### config.mk
export PLATFORM = sky130hd
export DESIGN_NAME = ses_status_top
export DESIGN_NICKNAME = d
export VERILOG_FILES = /design/src/shared/ses_pkg.sv /design/src/shared/ses_evt_if.sv /design/src/core/ses_event_set.sv /design/src/core/ses_status_top.sv
export SDC_FILE = /design/constraint.sdc
export NUM_CORES = 1
export LEC_CHECK = 0
export ABC_AREA = 1
export BUFFER_PORTS_ARGS = -buffer_cell sky130_fd_sc_hd__buf_2
export CAP_MARGIN = 25
export CORE_MARGIN = 4
export CORE_UTILIZATION = 56
export CTS_CLUSTER_DIAMETER = 60
export DETAILED_ROUTE_END_ITERATION = 7
export PLACE_DENSITY_LB_ADDON = 0.2
export SLEW_MARGIN = 20
export SYNTH_ARGS = -nofsm -noshare
export SYNTH_HDL_FRONTEND = slang
export SYNTH_SLANG_ARGS = --single-unit
### constraint.sdc
create_clock -name sys_clk_i -period 3.4 [get_ports sys_clk_i]
set_clock_uncertainty 0.05 [all_clocks]
set_input_delay 0.51 -clock sys_clk_i [delete_from_list [all_inputs] [get_ports sys_clk_i]]
set_output_delay 0.51 -clock sys_clk_i [all_outputs]
set_load 0.05 [all_outputs]
### src/shared/ses_pkg.sv
package ses_pkg;
  localparam int REG_W = 16;
  localparam int N_CHAN = 2;
  localparam int CH_BAT = 0;
  localparam int CH_CHG = 1;
  localparam int AVG_CNT_W = 8;
  // standard event positions
  localparam int STD_OP_DONE = 0;
  localparam int STD_QUERY_ERR = 2;
  localparam int STD_DEV_ERR = 3;
  localparam int STD_EXEC_ERR = 4;
  localparam int STD_CMD_ERR = 5;
  localparam int STD_USER_REQ = 6;
  localparam int STD_POWER_ON = 7;
  // operation positions
  localparam int OPER_BAT_VPROT = 1;
  localparam int OPER_CHG_VPROT = 2;
  localparam int OPER_BAT_CLIM = 3;
  localparam int OPER_BAT_TRIP = 4;
  localparam int OPER_STAGE_HOT = 5;
  localparam int OPER_SUPPLY_HOT = 6;
  localparam int OPER_CHG_CLIM = 7;
  localparam int OPER_CHG_TRIP = 8;
  // measurement positions
  localparam int MEAS_BAT_OVF = 3;
  localparam int MEAS_BAT_PTO = 4;
  localparam int MEAS_BAT_RDY = 5;
  localparam int MEAS_CHG_OVF = 6;
  localparam int MEAS_CHG_PTO = 7;
  localparam int MEAS_CHG_RDY = 8;
  localparam int MEAS_BAT_BUF = 9;
  localparam int MEAS_CHG_BUF = 10;
  // questionable position
  localparam int QUES_CAL_BAD = 8;
  // used-bit masks and reset values
  localparam logic [REG_W-1:0] STD_USED_MASK = 16'h00fd;
  localparam logic [REG_W-1:0] OPER_USED_MASK = 16'h01fe;
  localparam logic [REG_W-1:0] MEAS_USED_MASK = 16'h07f8;
  localparam logic [REG_W-1:0] QUES_USED_MASK = 16'h0100;
  localparam logic [REG_W-1:0] STD_EVT_RST = 16'h0080;
  localparam logic [REG_W-1:0] EVT_RST = 16'h0000;
  localparam logic [REG_W-1:0] EN_RST = 16'h0000;
  localparam logic [REG_W-1:0] COND_RST = 16'h0000;

  typedef enum logic [2:0] {
    OP_READ_EVT,
    OP_READ_COND,
    OP_READ_EN,
    OP_WRITE_EN,
    OP_CLEAR_STATUS,
    OP_PRESET,
    OP_OPC
  } ses_op_t;

  typedef enum logic [1:0] {
    SET_STD,
    SET_OPER,
    SET_MEAS,
    SET_QUES
  } ses_set_t;

  typedef enum logic {
    OPC_IDLE,
    OPC_WAIT
  } ses_opc_state_t;
endpackage

### src/shared/ses_evt_if.sv
`timescale 1ns/1ns
interface ses_evt_if;
  import ses_pkg::*;
  logic [REG_W-1:0] set_vec;
  logic [REG_W-1:0] en_data;
  logic [REG_W-1:0] evt;
  logic [REG_W-1:0] en;
  logic rd_clr;
  logic cls;
  logic en_wr;
  logic en_clr;
  logic summary;
  modport ctl (output set_vec, rd_clr, cls, en_wr, en_clr, en_data, input evt, en, summary);
  modport bank (input set_vec, rd_clr, cls, en_wr, en_clr, en_data, output evt, en, summary);
endinterface

### src/core/ses_event_set.sv
`timescale 1ns/1ns
module ses_event_set #(
  parameter logic [ses_pkg::REG_W-1:0] USED = ses_pkg::OPER_USED_MASK,
  parameter logic [ses_pkg::REG_W-1:0] RST_VAL = ses_pkg::EVT_RST
) (
  input wire logic sys_clk_i,
  input wire logic sys_rst_i,
  ses_evt_if.bank bus
);
  import ses_pkg::*;

  logic [REG_W-1:0] evt_ff;
  logic [REG_W-1:0] nxt_evt;
  logic [REG_W-1:0] en_ff;
  logic [REG_W-1:0] nxt_en;
  logic sum_ff;
  logic nxt_sum;

  always_comb begin
    nxt_evt = evt_ff;
    // clear on read
    if (bus.rd_clr || bus.cls) begin
      nxt_evt = EVT_RST;
    end
    // sticky set wins, unused masked
    nxt_evt = (nxt_evt | bus.set_vec) & USED;
    nxt_en = en_ff;
    if (bus.en_clr) begin
      nxt_en = EN_RST;
    end
    if (bus.en_wr) begin
      nxt_en = bus.en_data & USED;
    end
    // masked summary
    nxt_sum = |(nxt_evt & nxt_en);
  end

  always_ff @(posedge sys_clk_i or posedge sys_rst_i) begin
    if (sys_rst_i) begin
      evt_ff <= RST_VAL;
      en_ff <= EN_RST;
      sum_ff <= 1'b0;
    end else begin
      evt_ff <= nxt_evt;
      en_ff <= nxt_en;
      sum_ff <= nxt_sum;
    end
  end

  assign bus.evt = evt_ff;
  assign bus.en = en_ff;
  assign bus.summary = sum_ff;
endmodule // ses_event_set

### src/core/ses_status_top.sv
`timescale 1ns/1ns
// How it works
// operation-done bit sets only after the command, once nothing is pending
// reading from an empty output queue sets query error
// internal operation failure sets device-dependent error
// error while executing a command sets execution error
// syntax, semantic or trigger-in-message errors set command error
// local key press sets user request
// power cycle since last read sets power-on bit
// voltage protection per channel sets operation bit 1 or 2
// current-limit bits 3 and 7 follow the channel's limit state
// trip bits 4 and 8 set on trip, clear on output re-enable
// overheat shutdowns set operation bits 5 and 6
// reading overflow sets measurement bit 3 or 6
// missing current pulse sets measurement bit 4 or 7
// each processed reading sets measurement bit 5 or 8
// reaching the average count sets measurement bit 9 or 10
// bad calibration at power-up sets questionable bit 8 until calibrated
// live condition registers mirror state for three sets, none for standard
// battery pulse-timeout condition follows pulse detection directly
// event bits latch at one until cleared
// reading an event register or clear-status empties it
// enabled event bits OR into one summary per set
// unused positions always read zero
module ses_status_top (
  input wire logic sys_clk_i,
  input wire logic sys_rst_i,
  input wire logic cmd_valid_i,
  input wire ses_pkg::ses_op_t cmd_op_i,
  input wire ses_pkg::ses_set_t cmd_set_i,
  input wire logic [ses_pkg::REG_W-1:0] cmd_data_i,
  input wire logic ops_pending_i,
  input wire logic query_empty_read_i,
  input wire logic device_fault_i,
  input wire logic exec_fault_i,
  input wire logic syntax_err_i,
  input wire logic semantic_err_i,
  input wire logic trigger_in_msg_i,
  input wire logic local_key_i,
  input wire logic battery_overvolt_protect_i,
  input wire logic charger_overvolt_protect_i,
  input wire logic battery_in_current_limit_i,
  input wire logic charger_in_current_limit_i,
  input wire logic battery_limit_trip_i,
  input wire logic charger_limit_trip_i,
  input wire logic battery_output_on_i,
  input wire logic charger_output_on_i,
  input wire logic output_stage_overheat_off_i,
  input wire logic main_supply_overheat_off_i,
  input wire logic battery_reading_overflow_i,
  input wire logic charger_reading_overflow_i,
  input wire logic battery_pulse_timeout_i,
  input wire logic charger_pulse_timeout_i,
  input wire logic battery_reading_ready_i,
  input wire logic charger_reading_ready_i,
  input wire logic battery_buffer_arm_i,
  input wire logic charger_buffer_arm_i,
  input wire logic [ses_pkg::AVG_CNT_W-1:0] battery_avg_count_i,
  input wire logic [ses_pkg::AVG_CNT_W-1:0] charger_avg_count_i,
  input wire logic cal_const_bad_i,
  input wire logic cal_done_ok_i,
  output logic rsp_valid_o,
  output logic [ses_pkg::REG_W-1:0] rsp_data_o,
  output logic std_summary_o,
  output logic oper_summary_o,
  output logic meas_summary_o,
  output logic ques_summary_o
);
  import ses_pkg::*;

  ses_evt_if std_if ();
  ses_evt_if oper_if ();
  ses_evt_if meas_if ();
  ses_evt_if ques_if ();

  ses_event_set #(.USED(STD_USED_MASK), .RST_VAL(STD_EVT_RST)) u_std (
    .sys_clk_i(sys_clk_i),
    .sys_rst_i(sys_rst_i),
    .bus(std_if.bank)
  );
  ses_event_set #(.USED(OPER_USED_MASK), .RST_VAL(EVT_RST)) u_oper (
    .sys_clk_i(sys_clk_i),
    .sys_rst_i(sys_rst_i),
    .bus(oper_if.bank)
  );
  ses_event_set #(.USED(MEAS_USED_MASK), .RST_VAL(EVT_RST)) u_meas (
    .sys_clk_i(sys_clk_i),
    .sys_rst_i(sys_rst_i),
    .bus(meas_if.bank)
  );
  ses_event_set #(.USED(QUES_USED_MASK), .RST_VAL(EVT_RST)) u_ques (
    .sys_clk_i(sys_clk_i),
    .sys_rst_i(sys_rst_i),
    .bus(ques_if.bank)
  );

  logic [N_CHAN-1:0] ch_trip;
  logic [N_CHAN-1:0] ch_on;
  logic [N_CHAN-1:0] ch_ready;
  logic [N_CHAN-1:0] ch_arm;
  logic [AVG_CNT_W-1:0] ch_avg [N_CHAN];
  logic [N_CHAN-1:0] tripped_ff;
  logic [N_CHAN-1:0] buf_full_ff;

  assign ch_trip = {charger_limit_trip_i, battery_limit_trip_i};
  assign ch_on = {charger_output_on_i, battery_output_on_i};
  assign ch_ready = {charger_reading_ready_i, battery_reading_ready_i};
  assign ch_arm = {charger_buffer_arm_i, battery_buffer_arm_i};
  assign ch_avg[CH_BAT] = battery_avg_count_i;
  assign ch_avg[CH_CHG] = charger_avg_count_i;

  // per-channel trip state and reading counter
  for (genvar c = 0; c < N_CHAN; c++) begin : g_chan
    logic nxt_trip;
    logic [AVG_CNT_W-1:0] cnt_ff;
    logic [AVG_CNT_W-1:0] nxt_cnt;
    logic [AVG_CNT_W-1:0] inc;
    logic nxt_full;
    always_comb begin
      // trip set wins re-enable
      nxt_trip = (tripped_ff[c] && !ch_on[c]) || ch_trip[c];
      inc = AVG_CNT_W'(cnt_ff + 1'b1);
      nxt_cnt = cnt_ff;
      nxt_full = buf_full_ff[c];
      // count to average
      if (ch_arm[c]) begin
        nxt_cnt = '0;
        nxt_full = 1'b0;
      end else if (ch_ready[c] && !buf_full_ff[c]) begin
        nxt_cnt = inc;
        nxt_full = (inc >= ch_avg[c]);
      end
    end
    always_ff @(posedge sys_clk_i or posedge sys_rst_i) begin
      if (sys_rst_i) begin
        tripped_ff[c] <= 1'b0;
        cnt_ff <= '0;
        buf_full_ff[c] <= 1'b0;
      end else begin
        tripped_ff[c] <= nxt_trip;
        cnt_ff <= nxt_cnt;
        buf_full_ff[c] <= nxt_full;
      end
    end
  end

  ses_opc_state_t opc_state_ff;
  ses_opc_state_t nxt_opc_state;
  logic opc_set;
  logic init_done_ff;
  logic cal_bad_ff;
  logic nxt_cal_bad;
  logic [REG_W-1:0] oper_cond_ff;
  logic [REG_W-1:0] nxt_oper_cond;
  logic [REG_W-1:0] meas_cond_ff;
  logic [REG_W-1:0] nxt_meas_cond;
  logic [REG_W-1:0] ques_cond;
  logic [REG_W-1:0] ques_set;
  logic [REG_W-1:0] std_set;
  logic [REG_W-1:0] meas_pulse;
  logic rsp_valid_ff;
  logic nxt_rsp_valid;
  logic [REG_W-1:0] rsp_data_ff;
  logic [REG_W-1:0] nxt_rsp_data;
  logic is_cmd_cls;
  logic is_read_evt;

  always_comb begin
    nxt_opc_state = opc_state_ff;
    opc_set = 1'b0;
    // wait for idle
    unique case (opc_state_ff)
      OPC_IDLE: begin
        if (cmd_valid_i && cmd_op_i == OP_OPC) begin
          nxt_opc_state = OPC_WAIT;
        end
      end
      OPC_WAIT: begin
        if (is_cmd_cls) begin
          nxt_opc_state = OPC_IDLE;
        end else if (!ops_pending_i) begin
          opc_set = 1'b1;
          nxt_opc_state = OPC_IDLE;
        end
      end
    endcase
  end

  always_comb begin
    // cal flag captured at start
    nxt_cal_bad = cal_bad_ff;
    if (!init_done_ff) begin
      nxt_cal_bad = cal_const_bad_i;
    end else if (cal_done_ok_i) begin
      nxt_cal_bad = 1'b0;
    end
    // live operation state
    nxt_oper_cond = COND_RST;
    // voltage protection
    nxt_oper_cond[OPER_BAT_VPROT] = battery_overvolt_protect_i;
    nxt_oper_cond[OPER_CHG_VPROT] = charger_overvolt_protect_i;
    // current limit level
    nxt_oper_cond[OPER_BAT_CLIM] = battery_in_current_limit_i;
    nxt_oper_cond[OPER_CHG_CLIM] = charger_in_current_limit_i;
    // tripped state
    nxt_oper_cond[OPER_BAT_TRIP] = g_chan[CH_BAT].nxt_trip;
    nxt_oper_cond[OPER_CHG_TRIP] = g_chan[CH_CHG].nxt_trip;
    // overheat shutdowns
    nxt_oper_cond[OPER_STAGE_HOT] = output_stage_overheat_off_i;
    nxt_oper_cond[OPER_SUPPLY_HOT] = main_supply_overheat_off_i;
    // live measurement state
    nxt_meas_cond = COND_RST;
    // overflow
    nxt_meas_cond[MEAS_BAT_OVF] = battery_reading_overflow_i;
    nxt_meas_cond[MEAS_CHG_OVF] = charger_reading_overflow_i;
    // pulse timeout level
    nxt_meas_cond[MEAS_BAT_PTO] = battery_pulse_timeout_i;
    nxt_meas_cond[MEAS_CHG_PTO] = charger_pulse_timeout_i;
    nxt_meas_cond[MEAS_BAT_RDY] = battery_reading_ready_i;
    nxt_meas_cond[MEAS_CHG_RDY] = charger_reading_ready_i;
    nxt_meas_cond[MEAS_BAT_BUF] = g_chan[CH_BAT].nxt_full;
    nxt_meas_cond[MEAS_CHG_BUF] = g_chan[CH_CHG].nxt_full;
    // every reading pulse
    meas_pulse = COND_RST;
    meas_pulse[MEAS_BAT_RDY] = battery_reading_ready_i;
    meas_pulse[MEAS_CHG_RDY] = charger_reading_ready_i;
    ques_cond = COND_RST;
    ques_cond[QUES_CAL_BAD] = cal_bad_ff;
    // event from power-up capture
    ques_set = COND_RST;
    ques_set[QUES_CAL_BAD] = cal_const_bad_i && !init_done_ff;
  end

  always_comb begin
    std_set = EVT_RST;
    std_set[STD_OP_DONE] = opc_set;
    // empty queue read
    std_set[STD_QUERY_ERR] = query_empty_read_i;
    // internal failure
    std_set[STD_DEV_ERR] = device_fault_i;
    // execution failure
    std_set[STD_EXEC_ERR] = exec_fault_i;
    // command error sources
    std_set[STD_CMD_ERR] = syntax_err_i || semantic_err_i || trigger_in_msg_i;
    // local key
    std_set[STD_USER_REQ] = local_key_i;
    // power-on after reset
    std_set[STD_POWER_ON] = !init_done_ff;
  end

  assign is_cmd_cls = cmd_valid_i && cmd_op_i == OP_CLEAR_STATUS;
  assign is_read_evt = cmd_valid_i && cmd_op_i == OP_READ_EVT;

  // rising conditions latch as events
  assign std_if.set_vec = std_set;
  assign oper_if.set_vec = nxt_oper_cond & ~oper_cond_ff;
  assign meas_if.set_vec = (nxt_meas_cond & ~meas_cond_ff) | meas_pulse;
  assign ques_if.set_vec = ques_set;
  // read and clear-status
  assign std_if.rd_clr = is_read_evt && cmd_set_i == SET_STD;
  assign oper_if.rd_clr = is_read_evt && cmd_set_i == SET_OPER;
  assign meas_if.rd_clr = is_read_evt && cmd_set_i == SET_MEAS;
  assign ques_if.rd_clr = is_read_evt && cmd_set_i == SET_QUES;
  assign std_if.cls = is_cmd_cls;
  assign oper_if.cls = is_cmd_cls;
  assign meas_if.cls = is_cmd_cls;
  assign ques_if.cls = is_cmd_cls;
  assign std_if.en_wr = cmd_valid_i && cmd_op_i == OP_WRITE_EN && cmd_set_i == SET_STD;
  assign oper_if.en_wr = cmd_valid_i && cmd_op_i == OP_WRITE_EN && cmd_set_i == SET_OPER;
  assign meas_if.en_wr = cmd_valid_i && cmd_op_i == OP_WRITE_EN && cmd_set_i == SET_MEAS;
  assign ques_if.en_wr = cmd_valid_i && cmd_op_i == OP_WRITE_EN && cmd_set_i == SET_QUES;
  assign std_if.en_clr = 1'b0;
  assign oper_if.en_clr = cmd_valid_i && cmd_op_i == OP_PRESET;
  assign meas_if.en_clr = cmd_valid_i && cmd_op_i == OP_PRESET;
  assign ques_if.en_clr = cmd_valid_i && cmd_op_i == OP_PRESET;
  assign std_if.en_data = cmd_data_i;
  assign oper_if.en_data = cmd_data_i;
  assign meas_if.en_data = cmd_data_i;
  assign ques_if.en_data = cmd_data_i;

  always_comb begin
    nxt_rsp_valid = cmd_valid_i && (cmd_op_i == OP_READ_EVT || cmd_op_i == OP_READ_COND || cmd_op_i == OP_READ_EN);
    nxt_rsp_data = rsp_data_ff;
    if (nxt_rsp_valid) begin
      nxt_rsp_data = COND_RST;
      unique case (cmd_set_i)
        SET_STD: begin
          // no standard condition
          if (cmd_op_i == OP_READ_EVT) nxt_rsp_data = std_if.evt;
          if (cmd_op_i == OP_READ_EN) nxt_rsp_data = std_if.en;
        end
        SET_OPER: begin
          if (cmd_op_i == OP_READ_EVT) nxt_rsp_data = oper_if.evt;
          if (cmd_op_i == OP_READ_COND) nxt_rsp_data = oper_cond_ff;
          if (cmd_op_i == OP_READ_EN) nxt_rsp_data = oper_if.en;
        end
        SET_MEAS: begin
          if (cmd_op_i == OP_READ_EVT) nxt_rsp_data = meas_if.evt;
          if (cmd_op_i == OP_READ_COND) nxt_rsp_data = meas_cond_ff;
          if (cmd_op_i == OP_READ_EN) nxt_rsp_data = meas_if.en;
        end
        SET_QUES: begin
          if (cmd_op_i == OP_READ_EVT) nxt_rsp_data = ques_if.evt;
          if (cmd_op_i == OP_READ_COND) nxt_rsp_data = ques_cond;
          if (cmd_op_i == OP_READ_EN) nxt_rsp_data = ques_if.en;
        end
      endcase
    end
  end

  always_ff @(posedge sys_clk_i or posedge sys_rst_i) begin
    if (sys_rst_i) begin
      opc_state_ff <= OPC_IDLE;
      init_done_ff <= 1'b0;
      cal_bad_ff <= 1'b0;
      oper_cond_ff <= COND_RST;
      meas_cond_ff <= COND_RST;
      rsp_valid_ff <= 1'b0;
      rsp_data_ff <= COND_RST;
    end else begin
      opc_state_ff <= nxt_opc_state;
      init_done_ff <= 1'b1;
      cal_bad_ff <= nxt_cal_bad;
      oper_cond_ff <= nxt_oper_cond;
      meas_cond_ff <= nxt_meas_cond;
      rsp_valid_ff <= nxt_rsp_valid;
      rsp_data_ff <= nxt_rsp_data;
    end
  end

  assign rsp_valid_o = rsp_valid_ff;
  assign rsp_data_o = rsp_data_ff;
  // per-set summaries
  assign std_summary_o = std_if.summary;
  assign oper_summary_o = oper_if.summary;
  assign meas_summary_o = meas_if.summary;
  assign ques_summary_o = ques_if.summary;
endmodule // ses_status_top

==> impl_metrics.tcl, run 1 <==
set metrics [dict create \
    clock_insertion_delay_worst_skew_ns 0.37 \
    synth.cell_area_sq_mm 0.00511 \
    cap_viol_max_count 0 \
    cellPowerDensity_mw_per_mm2 444 \
    cts_resized 0 \
    cts_inserted_buffers 9 \
    setup-tns-final_ns 0 \
    hold_buffers 0 \
    setup.worst_path.class "flip-flop to flip-flop" \
    vias_per_inst 5.36 \
    grt_pass1_vias 4332 \
    antenna_cells 0 \
    io-pin-count 89 \
    clock_tree.root_cell "sky130_fd_sc_hd__clkbuf_8" \
    detail_route.wirelength_mm 12.1 \
    post_synth_main_area_contributors "sky130_fd_sc_hd__dfrtp_1 49%, sky130_fd_sc_hd__nand2_1 12%, sky130_fd_sc_hd__inv_1 8.3%" \
    leakagePower_nw 3.23 \
    die-area_sq_mm 0.0107 \
    drcViolationCount 0 \
    timing.critical_path.from_type "flip-flop" \
    fillerInstances 778 \
    final_net_count 808 \
    mean_instance_size_in_the_synthesized_netlist_sq_um 7.94 \
    post-synth-top-area-cell "sky130_fd_sc_hd__dfrtp_1" \
    worst_setup_hold_path_clk_slew_ns 0.10 \
    cts_tree "yes" \
    path_common_cell "sky130_fd_sc_hd__nand2_1" \
    syn_inst 643 \
    netlist-cell-type-count 34 \
    die_w_um 103 \
    number_of_buffer_and_inverter_instances_along_the_worst_setup_path 3 \
    dr.pass1.iters 5 \
    cp_slowest_cell "sky130_fd_sc_hd__dfrtp_1" \
    postSynthRegisterBits 100 \
    rows 34 \
    ctsLongestPathBuffers 2 \
    crit_chain "inv_1, nor3_1, nand4_1, o21ai_0, nand2_1, inv_1, ha_1, nand2_1, inv_1, nor2_1, o21a_1, nand2_1, nand2_1, nand2_1, a21oi_1, nand2_1" \
    grt_pass1_wl_mm 19.8 \
    htree_num_levels 3 \
    synth_fp_nets 729 \
    async_flop_share_pct 100 \
    critical_path.endpoint_type "flip-flop" \
    timing_max_transition_violations_final 0 \
    worst_ep_required_time_ns 3.61 \
    clock_sink_count 100 \
    floorplan.die.height_um 103 \
    areaGrowthSynthToFinish_pct 13.5 \
    dr.first_iter.drc_count 290 \
    dp.final_hpwl_mm 9.19 \
    final_min_period_ns 2.58 \
    power.ir.vdd_worst_mv 0.242 \
    crit_family "simple AND/OR/NAND/NOR gates" \
    min_path_type "primary input to flip-flop" \
    timing.final.setup_violations 0 \
    initial_antenna_violation_count 0 \
    hold_violations 0 \
    synthesis.yosys.warnings 0 \
    yosysTopAreaCellShare_pct 48.5 \
    fmax_mhz 388 \
    wire_per_inst_um 14.5 \
    globalRouteOverflowTotal 0 \
    final_worst_path_cycle_share_pct 75.9 \
    via_count 4475 \
    worst_slew_margin_rel_pct 46.5 \
    critPathMaxFanout 3 \
    cts_setup_buffers 0 \
    worst_path_arrival_time_ns 2.79 \
    port-buffer-count 83 \
    core_area_sq_mm 0.00881 \
    final_util_pct 65.8 \
    count_of_flip_flops_with_a_built_in_enable_after_synthesis 0 \
    ant_nets 0 \
    seq_area_frac_synth_pct 49.0 \
    grtUsageTotal_pct 23.9 \
    slowest_delay_ns 0.40 \
    reg2reg_slack_ns 0.82 \
    gpl.final_weighted_congestion 0.917 \
    initial_utilization_pct 58.0 \
    grt_max_degree 65 \
    setup_repair_after_global_routing_missed_its_margin "false" \
    outcome "finished, final reports clean" \
    final_layout_size_suffix_gt1_share_pct 16.1 \
    final.hold.worst_slack_ns 0.200 \
    worstMarginPinSlew_ns 0.803 \
    dominantRegCellSynth "sky130_fd_sc_hd__dfrtp_1" \
]
[cell type report]
cell class	count	area (sq um)	share of cell area [%]
inverter	116	439	7.58
timing repair buffer	86	450	7.77
sequential	100	2500	43.2
clock buffer	11	141	2.44
clock inverter	5	60.1	1.04
tap	108	135	2.33
multi-input combinational	409	2070	35.6
[worst reg2reg max path: stages, from the launching register on]
cell and delay (ns):
sky130_fd_sc_hd__dfrtp_1 0.40, sky130_fd_sc_hd__inv_1 0.09, sky130_fd_sc_hd__nor3_1 0.34, sky130_fd_sc_hd__nand4_1 0.24, sky130_fd_sc_hd__o21ai_0 0.24, sky130_fd_sc_hd__nand2_1 0.09
sky130_fd_sc_hd__inv_1 0.06, sky130_fd_sc_hd__ha_1 0.23, sky130_fd_sc_hd__nand2_1 0.07, sky130_fd_sc_hd__inv_1 0.04, sky130_fd_sc_hd__nor2_1 0.08, sky130_fd_sc_hd__o21a_1 0.14
sky130_fd_sc_hd__nand2_1 0.07, sky130_fd_sc_hd__nand2_1 0.06, sky130_fd_sc_hd__nand2_1 0.06, sky130_fd_sc_hd__a21oi_1 0.12, sky130_fd_sc_hd__nand2_1 0.08
[worst paths after layout]
| kind | start | to | cells past startpoint |
|---|---|---|---|
| worst max-delay path | g_chan[1].cnt_ff[0] | u_meas.bus.summary | 16 |
| worst min-delay path | battery_overvolt_protect_i | oper_cond_ff[1] | 1 |
| worst max register to register | g_chan[1].cnt_ff[0] | u_meas.bus.summary | 16 |
| worst min register to register | init_done_ff | u_std.bus.evt[7] | 1 |
| max in group asynchronous | sys_rst_i | u_ques.bus.summary | 3 |
| min in group asynchronous | sys_rst_i | oper_cond_ff[2] | 2 |
[cells by family after synthesis]
group,count (synthesis),share of synthesized area (%)
compound gates,113,12.5
xor+xnor,8,1.37
fa+ha+maj,18,4.41
buf+inv,134,10.5
flops,100,49.0
other cells,1,0.0734
simple gates,269,22.1
[flip-flops by register name, indices dropped and copies added (netlist names)]
| signal | cells |
|---|---|
| u_oper.bus.en | 8 |
| u_meas.bus.en | 8 |
| u_std.bus.en | 7 |
| u_ques.bus.summary | 1 |
| u_meas.bus.evt | 8 |
| cal_bad_ff | 1 |
| init_done_ff | 1 |
| rsp_data_o | 12 |
| u_std.bus.evt | 7 |
| u_ques.bus.en | 1 |
| oper_cond_ff | 8 |
| opc_state_ff | 1 |
| u_std.bus.summary | 1 |
| u_ques.bus.evt | 1 |
| u_oper.bus.summary | 1 |
| g_chan.cnt_ff | 16 |
| meas_cond_ff | 8 |
| rsp_valid_o | 1 |
| u_meas.bus.summary | 1 |
| u_oper.bus.evt | 8 |
[power by group]
part | switching, mW | internal, mW | total [mW]
Clock | 0.419 | 0.364 | 0.783
Sequential | 0.0420 | 1.29 | 1.33
Combinational | 0.321 | 0.144 | 0.464
[routing by layer]
metal / routed length [um] / share of wire [%] / track usage (%) / vias to the layer above
met5: 0 / 0 / 0 / -
met4: 189 / 1.6 / 8.07 / 0
met3: 675 / 5.6 / 3.42 / 21
met2: 6220 / 51 / 41.4 / 150
met1: 5030 / 42 / 30.8 / 2104
li1: - / - / - / 2200
[per-stage QoR]
step	power (mW)	setup WS, ns	cells	instance area, sq um
after floorplan	1.66	0.223	643	5110
after global placement	1.80	0.910	819	5590
after detailed placement	1.82	0.851	819	5590
after CTS	2.58	0.847	835	5800
after global routing	2.71	0.496	835	5800
final	2.58	0.821	835	5800
[cells in the final DEF (no fill, tap or decap), types with 2 or more instances in the layout]
cell,n
sky130_fd_sc_hd__nand2_1,159
sky130_fd_sc_hd__inv_1,112
sky130_fd_sc_hd__dfrtp_1,99
sky130_fd_sc_hd__buf_2,83
sky130_fd_sc_hd__nand3_1,59
sky130_fd_sc_hd__o21ai_0,49
sky130_fd_sc_hd__nor2_1,34
sky130_fd_sc_hd__a21oi_1,20
sky130_fd_sc_hd__o22ai_1,19
sky130_fd_sc_hd__ha_1,18
sky130_fd_sc_hd__clkbuf_8,10
sky130_fd_sc_hd__xor2_1,8
sky130_fd_sc_hd__nor2_2,5
sky130_fd_sc_hd__o31ai_1,5
sky130_fd_sc_hd__o21ai_1,5
sky130_fd_sc_hd__o21bai_1,5
sky130_fd_sc_hd__a22oi_1,4
sky130_fd_sc_hd__nor3_1,3
sky130_fd_sc_hd__nand2_2,3
sky130_fd_sc_hd__or2_2,2
sky130_fd_sc_hd__nand4_1,2
sky130_fd_sc_hd__inv_2,2
sky130_fd_sc_hd__a31oi_1,2
sky130_fd_sc_hd__clkinv_2,2
sky130_fd_sc_hd__o21a_1,2
sky130_fd_sc_hd__buf_4,2
[Yosys cell counts, types with 3 or more instances]
| master | count |
|---|---|
| sky130_fd_sc_hd__o21ai_1 | 5 |
| sky130_fd_sc_hd__a22oi_1 | 4 |
| sky130_fd_sc_hd__nand3_1 | 59 |
| sky130_fd_sc_hd__inv_1 | 113 |
| sky130_fd_sc_hd__nand2_2 | 3 |
| sky130_fd_sc_hd__o22ai_1 | 19 |
| sky130_fd_sc_hd__nand2_1 | 159 |
| sky130_fd_sc_hd__xor2_1 | 8 |
| sky130_fd_sc_hd__dfrtp_1 | 99 |
| sky130_fd_sc_hd__clkbuf_1 | 9 |
| sky130_fd_sc_hd__o31ai_1 | 5 |
| sky130_fd_sc_hd__o21bai_1 | 5 |
| sky130_fd_sc_hd__nor2_1 | 34 |
| sky130_fd_sc_hd__a21oi_1 | 20 |
| sky130_fd_sc_hd__o21ai_0 | 49 |
| sky130_fd_sc_hd__nor3_1 | 3 |
| sky130_fd_sc_hd__ha_1 | 18 |
| sky130_fd_sc_hd__buf_4 | 4 |
| sky130_fd_sc_hd__nor2_2 | 5 |
(Power assumes the default switching activity.)
==> inputs of run 2 (changes only) <==
- CORE_UTILIZATION: 56 -> 51
- clock period: 3.4 -> 2.3 ns (I/O delays scaled with it)
==> run 2 against run 1 <==
  * Critical path depth is 1 higher
  * Die area is 9.0% higher
  * Global-route usage is 2.4 points lower
  * Setup slack worse by 0.78 ns
  * Critical endpoint unchanged
  * Largest power group unchanged
==> impl_metrics.tcl, run 2 (synthesis gave the netlist of run 1 again) <==
set metrics [dict create \
    sequential_cell_fraction_of_total_power_pct 51.0 \
    wire_per_inst_um 14.1 \
    min_path_type "primary input to flip-flop" \
    crit_chain "inv_2, nor3_2, buf_4, nand4_1, o21ai_1, nand2_1, inv_2, ha_4, nand2_1, inv_1, nor2_1, o21a_1, nand2_2, nand2_2, nand2_2, a21oi_2, nand2_1" \
    worst_setup_hold_path_clk_slew_ns 0.10 \
    timing_max_transition_violations_final 0 \
    power.ir.vdd_worst_mv 0.517 \
    grt_pass1_vias 4342 \
    placement.cell_area_sq_mm 0.00571 \
    final_worst_path_cycle_share_pct 98.0 \
    crit_family "simple AND/OR/NAND/NOR gates" \
    worst_slew_margin_rel_pct 63.6 \
    final_min_period_ns 2.25 \
    critical_path.endpoint_type "flip-flop" \
    number_of_buffer_and_inverter_instances_along_the_worst_setup_path 4 \
    port-buffer-count 83 \
    hold_path_end "oper_cond_ff[7]" \
    io-pin-count 89 \
    registers.top_by_ff_count "g_chan.cnt_ff" \
    clock_tree.root_cell "sky130_fd_sc_hd__clkbuf_8" \
    critPathMaxFanout 3 \
    cts_inserted_buffers 9 \
    dr.pass1.iters 5 \
    core_area_sq_mm 0.00977 \
    commonest_non_fill_non_tap_cell_in_the_layout "sky130_fd_sc_hd__nand2_1" \
    htree_num_levels 3 \
    r2r-end "u_meas.bus.summary" \
    timing.critical_path.from_type "flip-flop" \
    worstHoldPathCells 1 \
    dp.cells 854 \
    largest_reg_flops 16 \
    cp_slowest_cell "sky130_fd_sc_hd__dfrtp_1" \
    globalRouteOverflowTotal 0 \
    final_net_count 828 \
    slowest_delay_ns 0.38 \
    timing.final.setup_violations 0 \
    grt_pass1_wl_mm 19.9 \
    areaGrowthSynthToFinish_pct 19.7 \
    worst_path_arrival_time_ns 2.47 \
    die-area_sq_mm 0.0117 \
    gpl.final_weighted_congestion 0.904 \
    relative_contribution_of_the_clock_network_to_total_power_pct 30.3 \
    antenna_cells 0 \
    layout.cell_area.non_filler_sq_mm 0.00611 \
    setup_repair_after_global_routing_missed_its_margin "true" \
    cell_internal_pwr_mw 2.65 \
    totalPowerFinal_mw 3.85 \
    vias_per_inst 5.13 \
    initial_antenna_violation_count 0 \
    combinationalPowerShare_pct 18.7 \
    cts_tree "yes" \
    reg2reg_slack_ns 0.05 \
    worst_ep_required_time_ns 2.52 \
    outcome "finished, final reports clean" \
    swShare_pct 31.1 \
    ctsLongestPathBuffers 2 \
    grtUsageTotal_pct 21.5 \
    rr_startpoint "g_chan[1].cnt_ff[2]" \
    clock_insertion_delay_worst_skew_ns 0.37 \
    grt_max_degree 45 \
    worst_r2r_path_depth 17 \
    dr.first_iter.drc_count 257 \
    switching_power_mw 1.20 \
    cap_viol_max_count 0 \
    finish.cell_count_without_fillers 880 \
    initial_utilization_pct 52.2 \
    clock_sink_count 100 \
    final_layout_size_suffix_gt1_share_pct 22.2 \
    via_count 4518 \
    rows 36 \
    drcViolationCount 0 \
    dp.final_hpwl_mm 9.44 \
    ant_nets 0 \
    fmax_mhz 443 \
    hold_path.startpoint "charger_in_current_limit_i" \
    detail_route.wirelength_mm 12.4 \
    die_w_um 108 \
    floorplan.die.height_um 108 \
    hold_violations 0 \
    layout_common_cells "151 x sky130_fd_sc_hd__nand2_1, 106 x sky130_fd_sc_hd__inv_1, 99 x sky130_fd_sc_hd__dfrtp_1, 83 x sky130_fd_sc_hd__buf_2, 57 x sky130_fd_sc_hd__nand3_1" \
    setup-tns-final_ns 0 \
    pre_cts_ws_ns -0.0224 \
    timing.final.ws_setup_ns 0.0450 \
    leakagePower_nw 3.32 \
    worstMarginPinSlew_ns 0.545 \
    setup.worst_path.class "flip-flop to flip-flop" \
    cellPowerDensity_mw_per_mm2 630 \
]
run 2: changes by cell type in the layout (fill, tap and decap cells not counted), sizes merged:
cell,previous run,this run
buf,86,105
clkbuf,11,9
clkinv,3,1
clkinvlp,1,3
inv,116,118
dlygate4sd3,0,1
run 2: worst max-delay path by stage:
stage	from	to	slack, ns	cells after the start
floorplan	g_chan[1].cnt_ff[2]	u_meas.bus.summary	0.12	17
global placement	g_chan[0].cnt_ff[2]	u_meas.bus.summary	0.05	17
detailed placement	g_chan[0].cnt_ff[2]	u_meas.bus.summary	-0.02	17
CTS	g_chan[1].cnt_ff[0]	u_meas.bus.summary	0.005	18
global route	g_chan[1].cnt_ff[2]	u_meas.bus.summary	-0.19	18
finish	g_chan[1].cnt_ff[2]	u_meas.bus.summary	0.05	17
run 2: stage by stage:
stage / utilization [%] / hold slack [ns]
2_1_floorplan: - / 0.326
3_3_place_gp: 58.5 / 0.357
3_5_place_dp: 58.5 / 0.360
4_1_cts: 61.1 / 0.0259
5_1_grt: 62.5 / 0.0196
6_report: 62.5 / 0.0330
run 2: what timing repair did:
action / 4_1_cts / 5_1_grt
resized for setup: 3 / 29
hold buffers: 1 / 0
endpoints found under the hold margin: 20 / 0
setup buffers: 3 / 6
pin swaps: 5 / 19
setup endpoints to repair: 1 / 5
run 2: power by group through the flow:
stage          clock, mW  combinational, mW  sequential, mW
2_1_floorplan          0              0.356            2.11
3_3_place_gp           0              0.682            1.99
3_5_place_dp           0              0.698            2.00
4_1_cts             1.19              0.708            1.96
5_1_grt             1.26              0.808            1.98
6_report            1.17              0.722            1.96
run 2: area by class of cell:
cell class | count | area [sq um]
fill | 901 | 3660
sequential | 100 | 2500
multi-input combinational | 409 | 2180
timing repair buffer | 106 | 619
inverter | 116 | 440
tap | 133 | 166
clock buffer | 9 | 124
clock inverter | 7 | 80.1
run 2: layer usage:
layer | vias up | track usage, % | routed length (um)
met5 | - | 0 | 0
met4 | 0 | 4.51 | 191
met3 | 23 | 4.30 | 653
met2 | 125 | 36.4 | 6070
met1 | 2126 | 28.9 | 5490
li1 | 2244 | - | -
==> inputs of run 3 (changes only) <==
- RECOVER_POWER: unset -> 50
==> run 3 against run 2 <==
  * Core utilization is 0.56 points lower
  * Worst hold slack worse by 0.00061 ns
  * First-iteration DRC count did not move
  * Largest cell class unchanged
  * Register-to-register slack about the same
  * Routed wire length up 0.60%
  * Die area is the same
  * Global-route usage unchanged
==> impl_metrics.tcl, run 3 (synthesis gave the netlist of run 1 again) <==
set metrics [dict create \
    totalPowerFinal_mw 3.84 \
    switching_power_mw 1.20 \
    grt_pass1_wl_mm 19.9 \
    worst_slew_margin_rel_pct 38.6 \
    commonest_non_fill_non_tap_cell_in_the_layout "sky130_fd_sc_hd__nand2_1" \
    fmax_mhz 444 \
    final_min_period_ns 2.25 \
    dp.final_hpwl_mm 9.44 \
    die_w_um 108 \
    registers.top_by_ff_count "g_chan.cnt_ff" \
    final.hold.worst_slack_ns 0.0324 \
    grtUsageTotal_pct 21.5 \
    timing_max_transition_violations_final 0 \
    hold_violations 0 \
    dr.pass1.iters 5 \
    grt_pass1_vias 4342 \
    power.ir.vdd_worst_mv 0.516 \
    worst_ep_required_time_ns 2.52 \
    detail_route.wirelength_mm 12.5 \
    vias_per_inst 5.15 \
    timing.final.setup_violations 0 \
    worstMarginPinSlew_ns 0.916 \
    sequential_cell_fraction_of_total_power_pct 51.1 \
    rows 36 \
    setup-tns-final_ns 0 \
    final_net_count 828 \
    largest_reg_flops 16 \
    clock_sink_count 100 \
    final_worst_path_cycle_share_pct 98.0 \
    min_path_type "primary input to flip-flop" \
    swShare_pct 31.2 \
    ant_nets 0 \
    cts_inserted_buffers 9 \
    dr.first_iter.drc_count 257 \
    drcViolationCount 0 \
    core_area_sq_mm 0.00977 \
    cell_internal_pwr_mw 2.65 \
    io-pin-count 89 \
    via_count 4532 \
    leakagePower_nw 3.28 \
    antenna_cells 0 \
    critPathMaxFanout 3 \
    gpl.final_weighted_congestion 0.904 \
    layout_common_cells "153 x sky130_fd_sc_hd__nand2_1, 106 x sky130_fd_sc_hd__inv_1, 99 x sky130_fd_sc_hd__dfrtp_1, 74 x sky130_fd_sc_hd__buf_2, 57 x sky130_fd_sc_hd__nand3_1" \
    worst_path_arrival_time_ns 2.47 \
    relative_contribution_of_the_clock_network_to_total_power_pct 30.4 \
    setup_repair_after_global_routing_missed_its_margin "true" \
    worst_setup_hold_path_clk_slew_ns 0.11 \
    initial_antenna_violation_count 0 \
    port-buffer-count 83 \
    htree_num_levels 3 \
    cap_viol_max_count 0 \
    wire_per_inst_um 14.2 \
    critical_path.endpoint_type "flip-flop" \
    pre_cts_ws_ns -0.0224 \
    timing.final.ws_setup_ns 0.0459 \
    initial_utilization_pct 52.2 \
    outcome "finished, final reports clean" \
    clock_tree.root_cell "sky130_fd_sc_hd__clkbuf_8" \
    cts_tree "yes" \
    clock_insertion_delay_worst_skew_ns 0.37 \
    setup.worst_path.class "flip-flop to flip-flop" \
    timing.critical_path.from_type "flip-flop" \
    final_layout_size_suffix_gt1_share_pct 20.2 \
    die-area_sq_mm 0.0117 \
    ctsLongestPathBuffers 2 \
    floorplan.die.height_um 108 \
    combinationalPowerShare_pct 18.5 \
    grt_max_degree 45 \
    cellPowerDensity_mw_per_mm2 635 \
    areaGrowthSynthToFinish_pct 18.6 \
    globalRouteOverflowTotal 0 \
    fillerInstances 903 \
]
-- run 3: cell types whose count changed in the layout (fill, tap and decap cells not counted), sizes merged --
| cell | before | now |
|---|---|---|
| clkinvlp | 3 | 4 |
| buf | 105 | 94 |
| clkinv | 1 | 0 |
| clkbuf | 9 | 20 |
-- run 3: per-stage QoR --
step | cells | util, % | cell area [sq um]
finish | 880 | 62.0 | 6060
detailed placement | 854 | 58.5 | 5710
global route | 880 | 62.0 | 6060
global placement | 854 | 58.5 | 5710
floorplan | 643 | - | 5110
CTS | 874 | 61.1 | 5970
-- run 3: power by group through the flow --
stage	Sequential, mW	Clock (mW)	Combinational (mW)
after floorplan	2.11	0	0.356
after global placement	1.99	0	0.682
after detailed placement	2.00	0	0.698
after CTS	1.96	1.19	0.708
after global routing	1.98	1.26	0.795
final	1.96	1.17	0.710
-- run 3: repair_timing --
item                       4_1_cts  5_1_grt
hold buffers                     1        0
buffers inserted                 3        6
pin swaps                        5       19
setup endpoints to repair        1        5
gates resized for setup          3       29
hold endpoints to repair        20        0
-- run 3: per-layer routing --
layer  vias to the layer above  routed length, um  global-route usage, %
li1                       2243                  -                      -
met1                      2134               5560                   28.9
met2                       133               6150                   36.4
met3                        22                588                   4.30
met4                         0                176                   4.51
met5                         -                  0                      0
-- run 3: path summary, 6_finish.rpt --
kind                       slack (ns)                  startpoint                 end  cells after the start
max                              0.05         g_chan[1].cnt_ff[2]  u_meas.bus.summary                     17
max reg2reg                      0.05         g_chan[1].cnt_ff[2]  u_meas.bus.summary                     17
max in group asynchronous        0.32                   sys_rst_i  u_ques.bus.summary                      4
min in group asynchronous        0.60                   sys_rst_i   u_oper.bus.evt[4]                      3
min reg2reg                      0.41                init_done_ff    u_std.bus.evt[7]                      1
min                              0.03  charger_in_current_limit_i     oper_cond_ff[7]                      1
-- run 3: worst max-delay path, stage by stage, from the launching register on --
cell	delay (ns)
sky130_fd_sc_hd__dfrtp_1	0.38
sky130_fd_sc_hd__inv_2	0.05
sky130_fd_sc_hd__nor3_2	0.17
sky130_fd_sc_hd__buf_4	0.15
sky130_fd_sc_hd__nand4_1	0.14
sky130_fd_sc_hd__o21ai_1	0.19
sky130_fd_sc_hd__nand2_1	0.11
sky130_fd_sc_hd__inv_2	0.07
sky130_fd_sc_hd__ha_4	0.19
sky130_fd_sc_hd__nand2_1	0.06
sky130_fd_sc_hd__inv_1	0.03
sky130_fd_sc_hd__nor2_1	0.07
sky130_fd_sc_hd__o21a_1	0.14
sky130_fd_sc_hd__nand2_2	0.07
sky130_fd_sc_hd__nand2_2	0.06
sky130_fd_sc_hd__nand2_2	0.06
sky130_fd_sc_hd__a21oi_2	0.12
sky130_fd_sc_hd__nand2_1	0.06
-- run 3: layout make-up --
class / count / area [sq um] / share of cell area (%)
inverters: 116 / 438 / 7.23
well taps: 133 / 166 / 2.75
clock buffers: 9 / 124 / 2.05
multi-input cells: 409 / 2160 / 35.7
clock inverters: 7 / 80.1 / 1.32
repair buffers: 106 / 579 / 9.57
flip-flops and latches: 100 / 2500 / 41.3
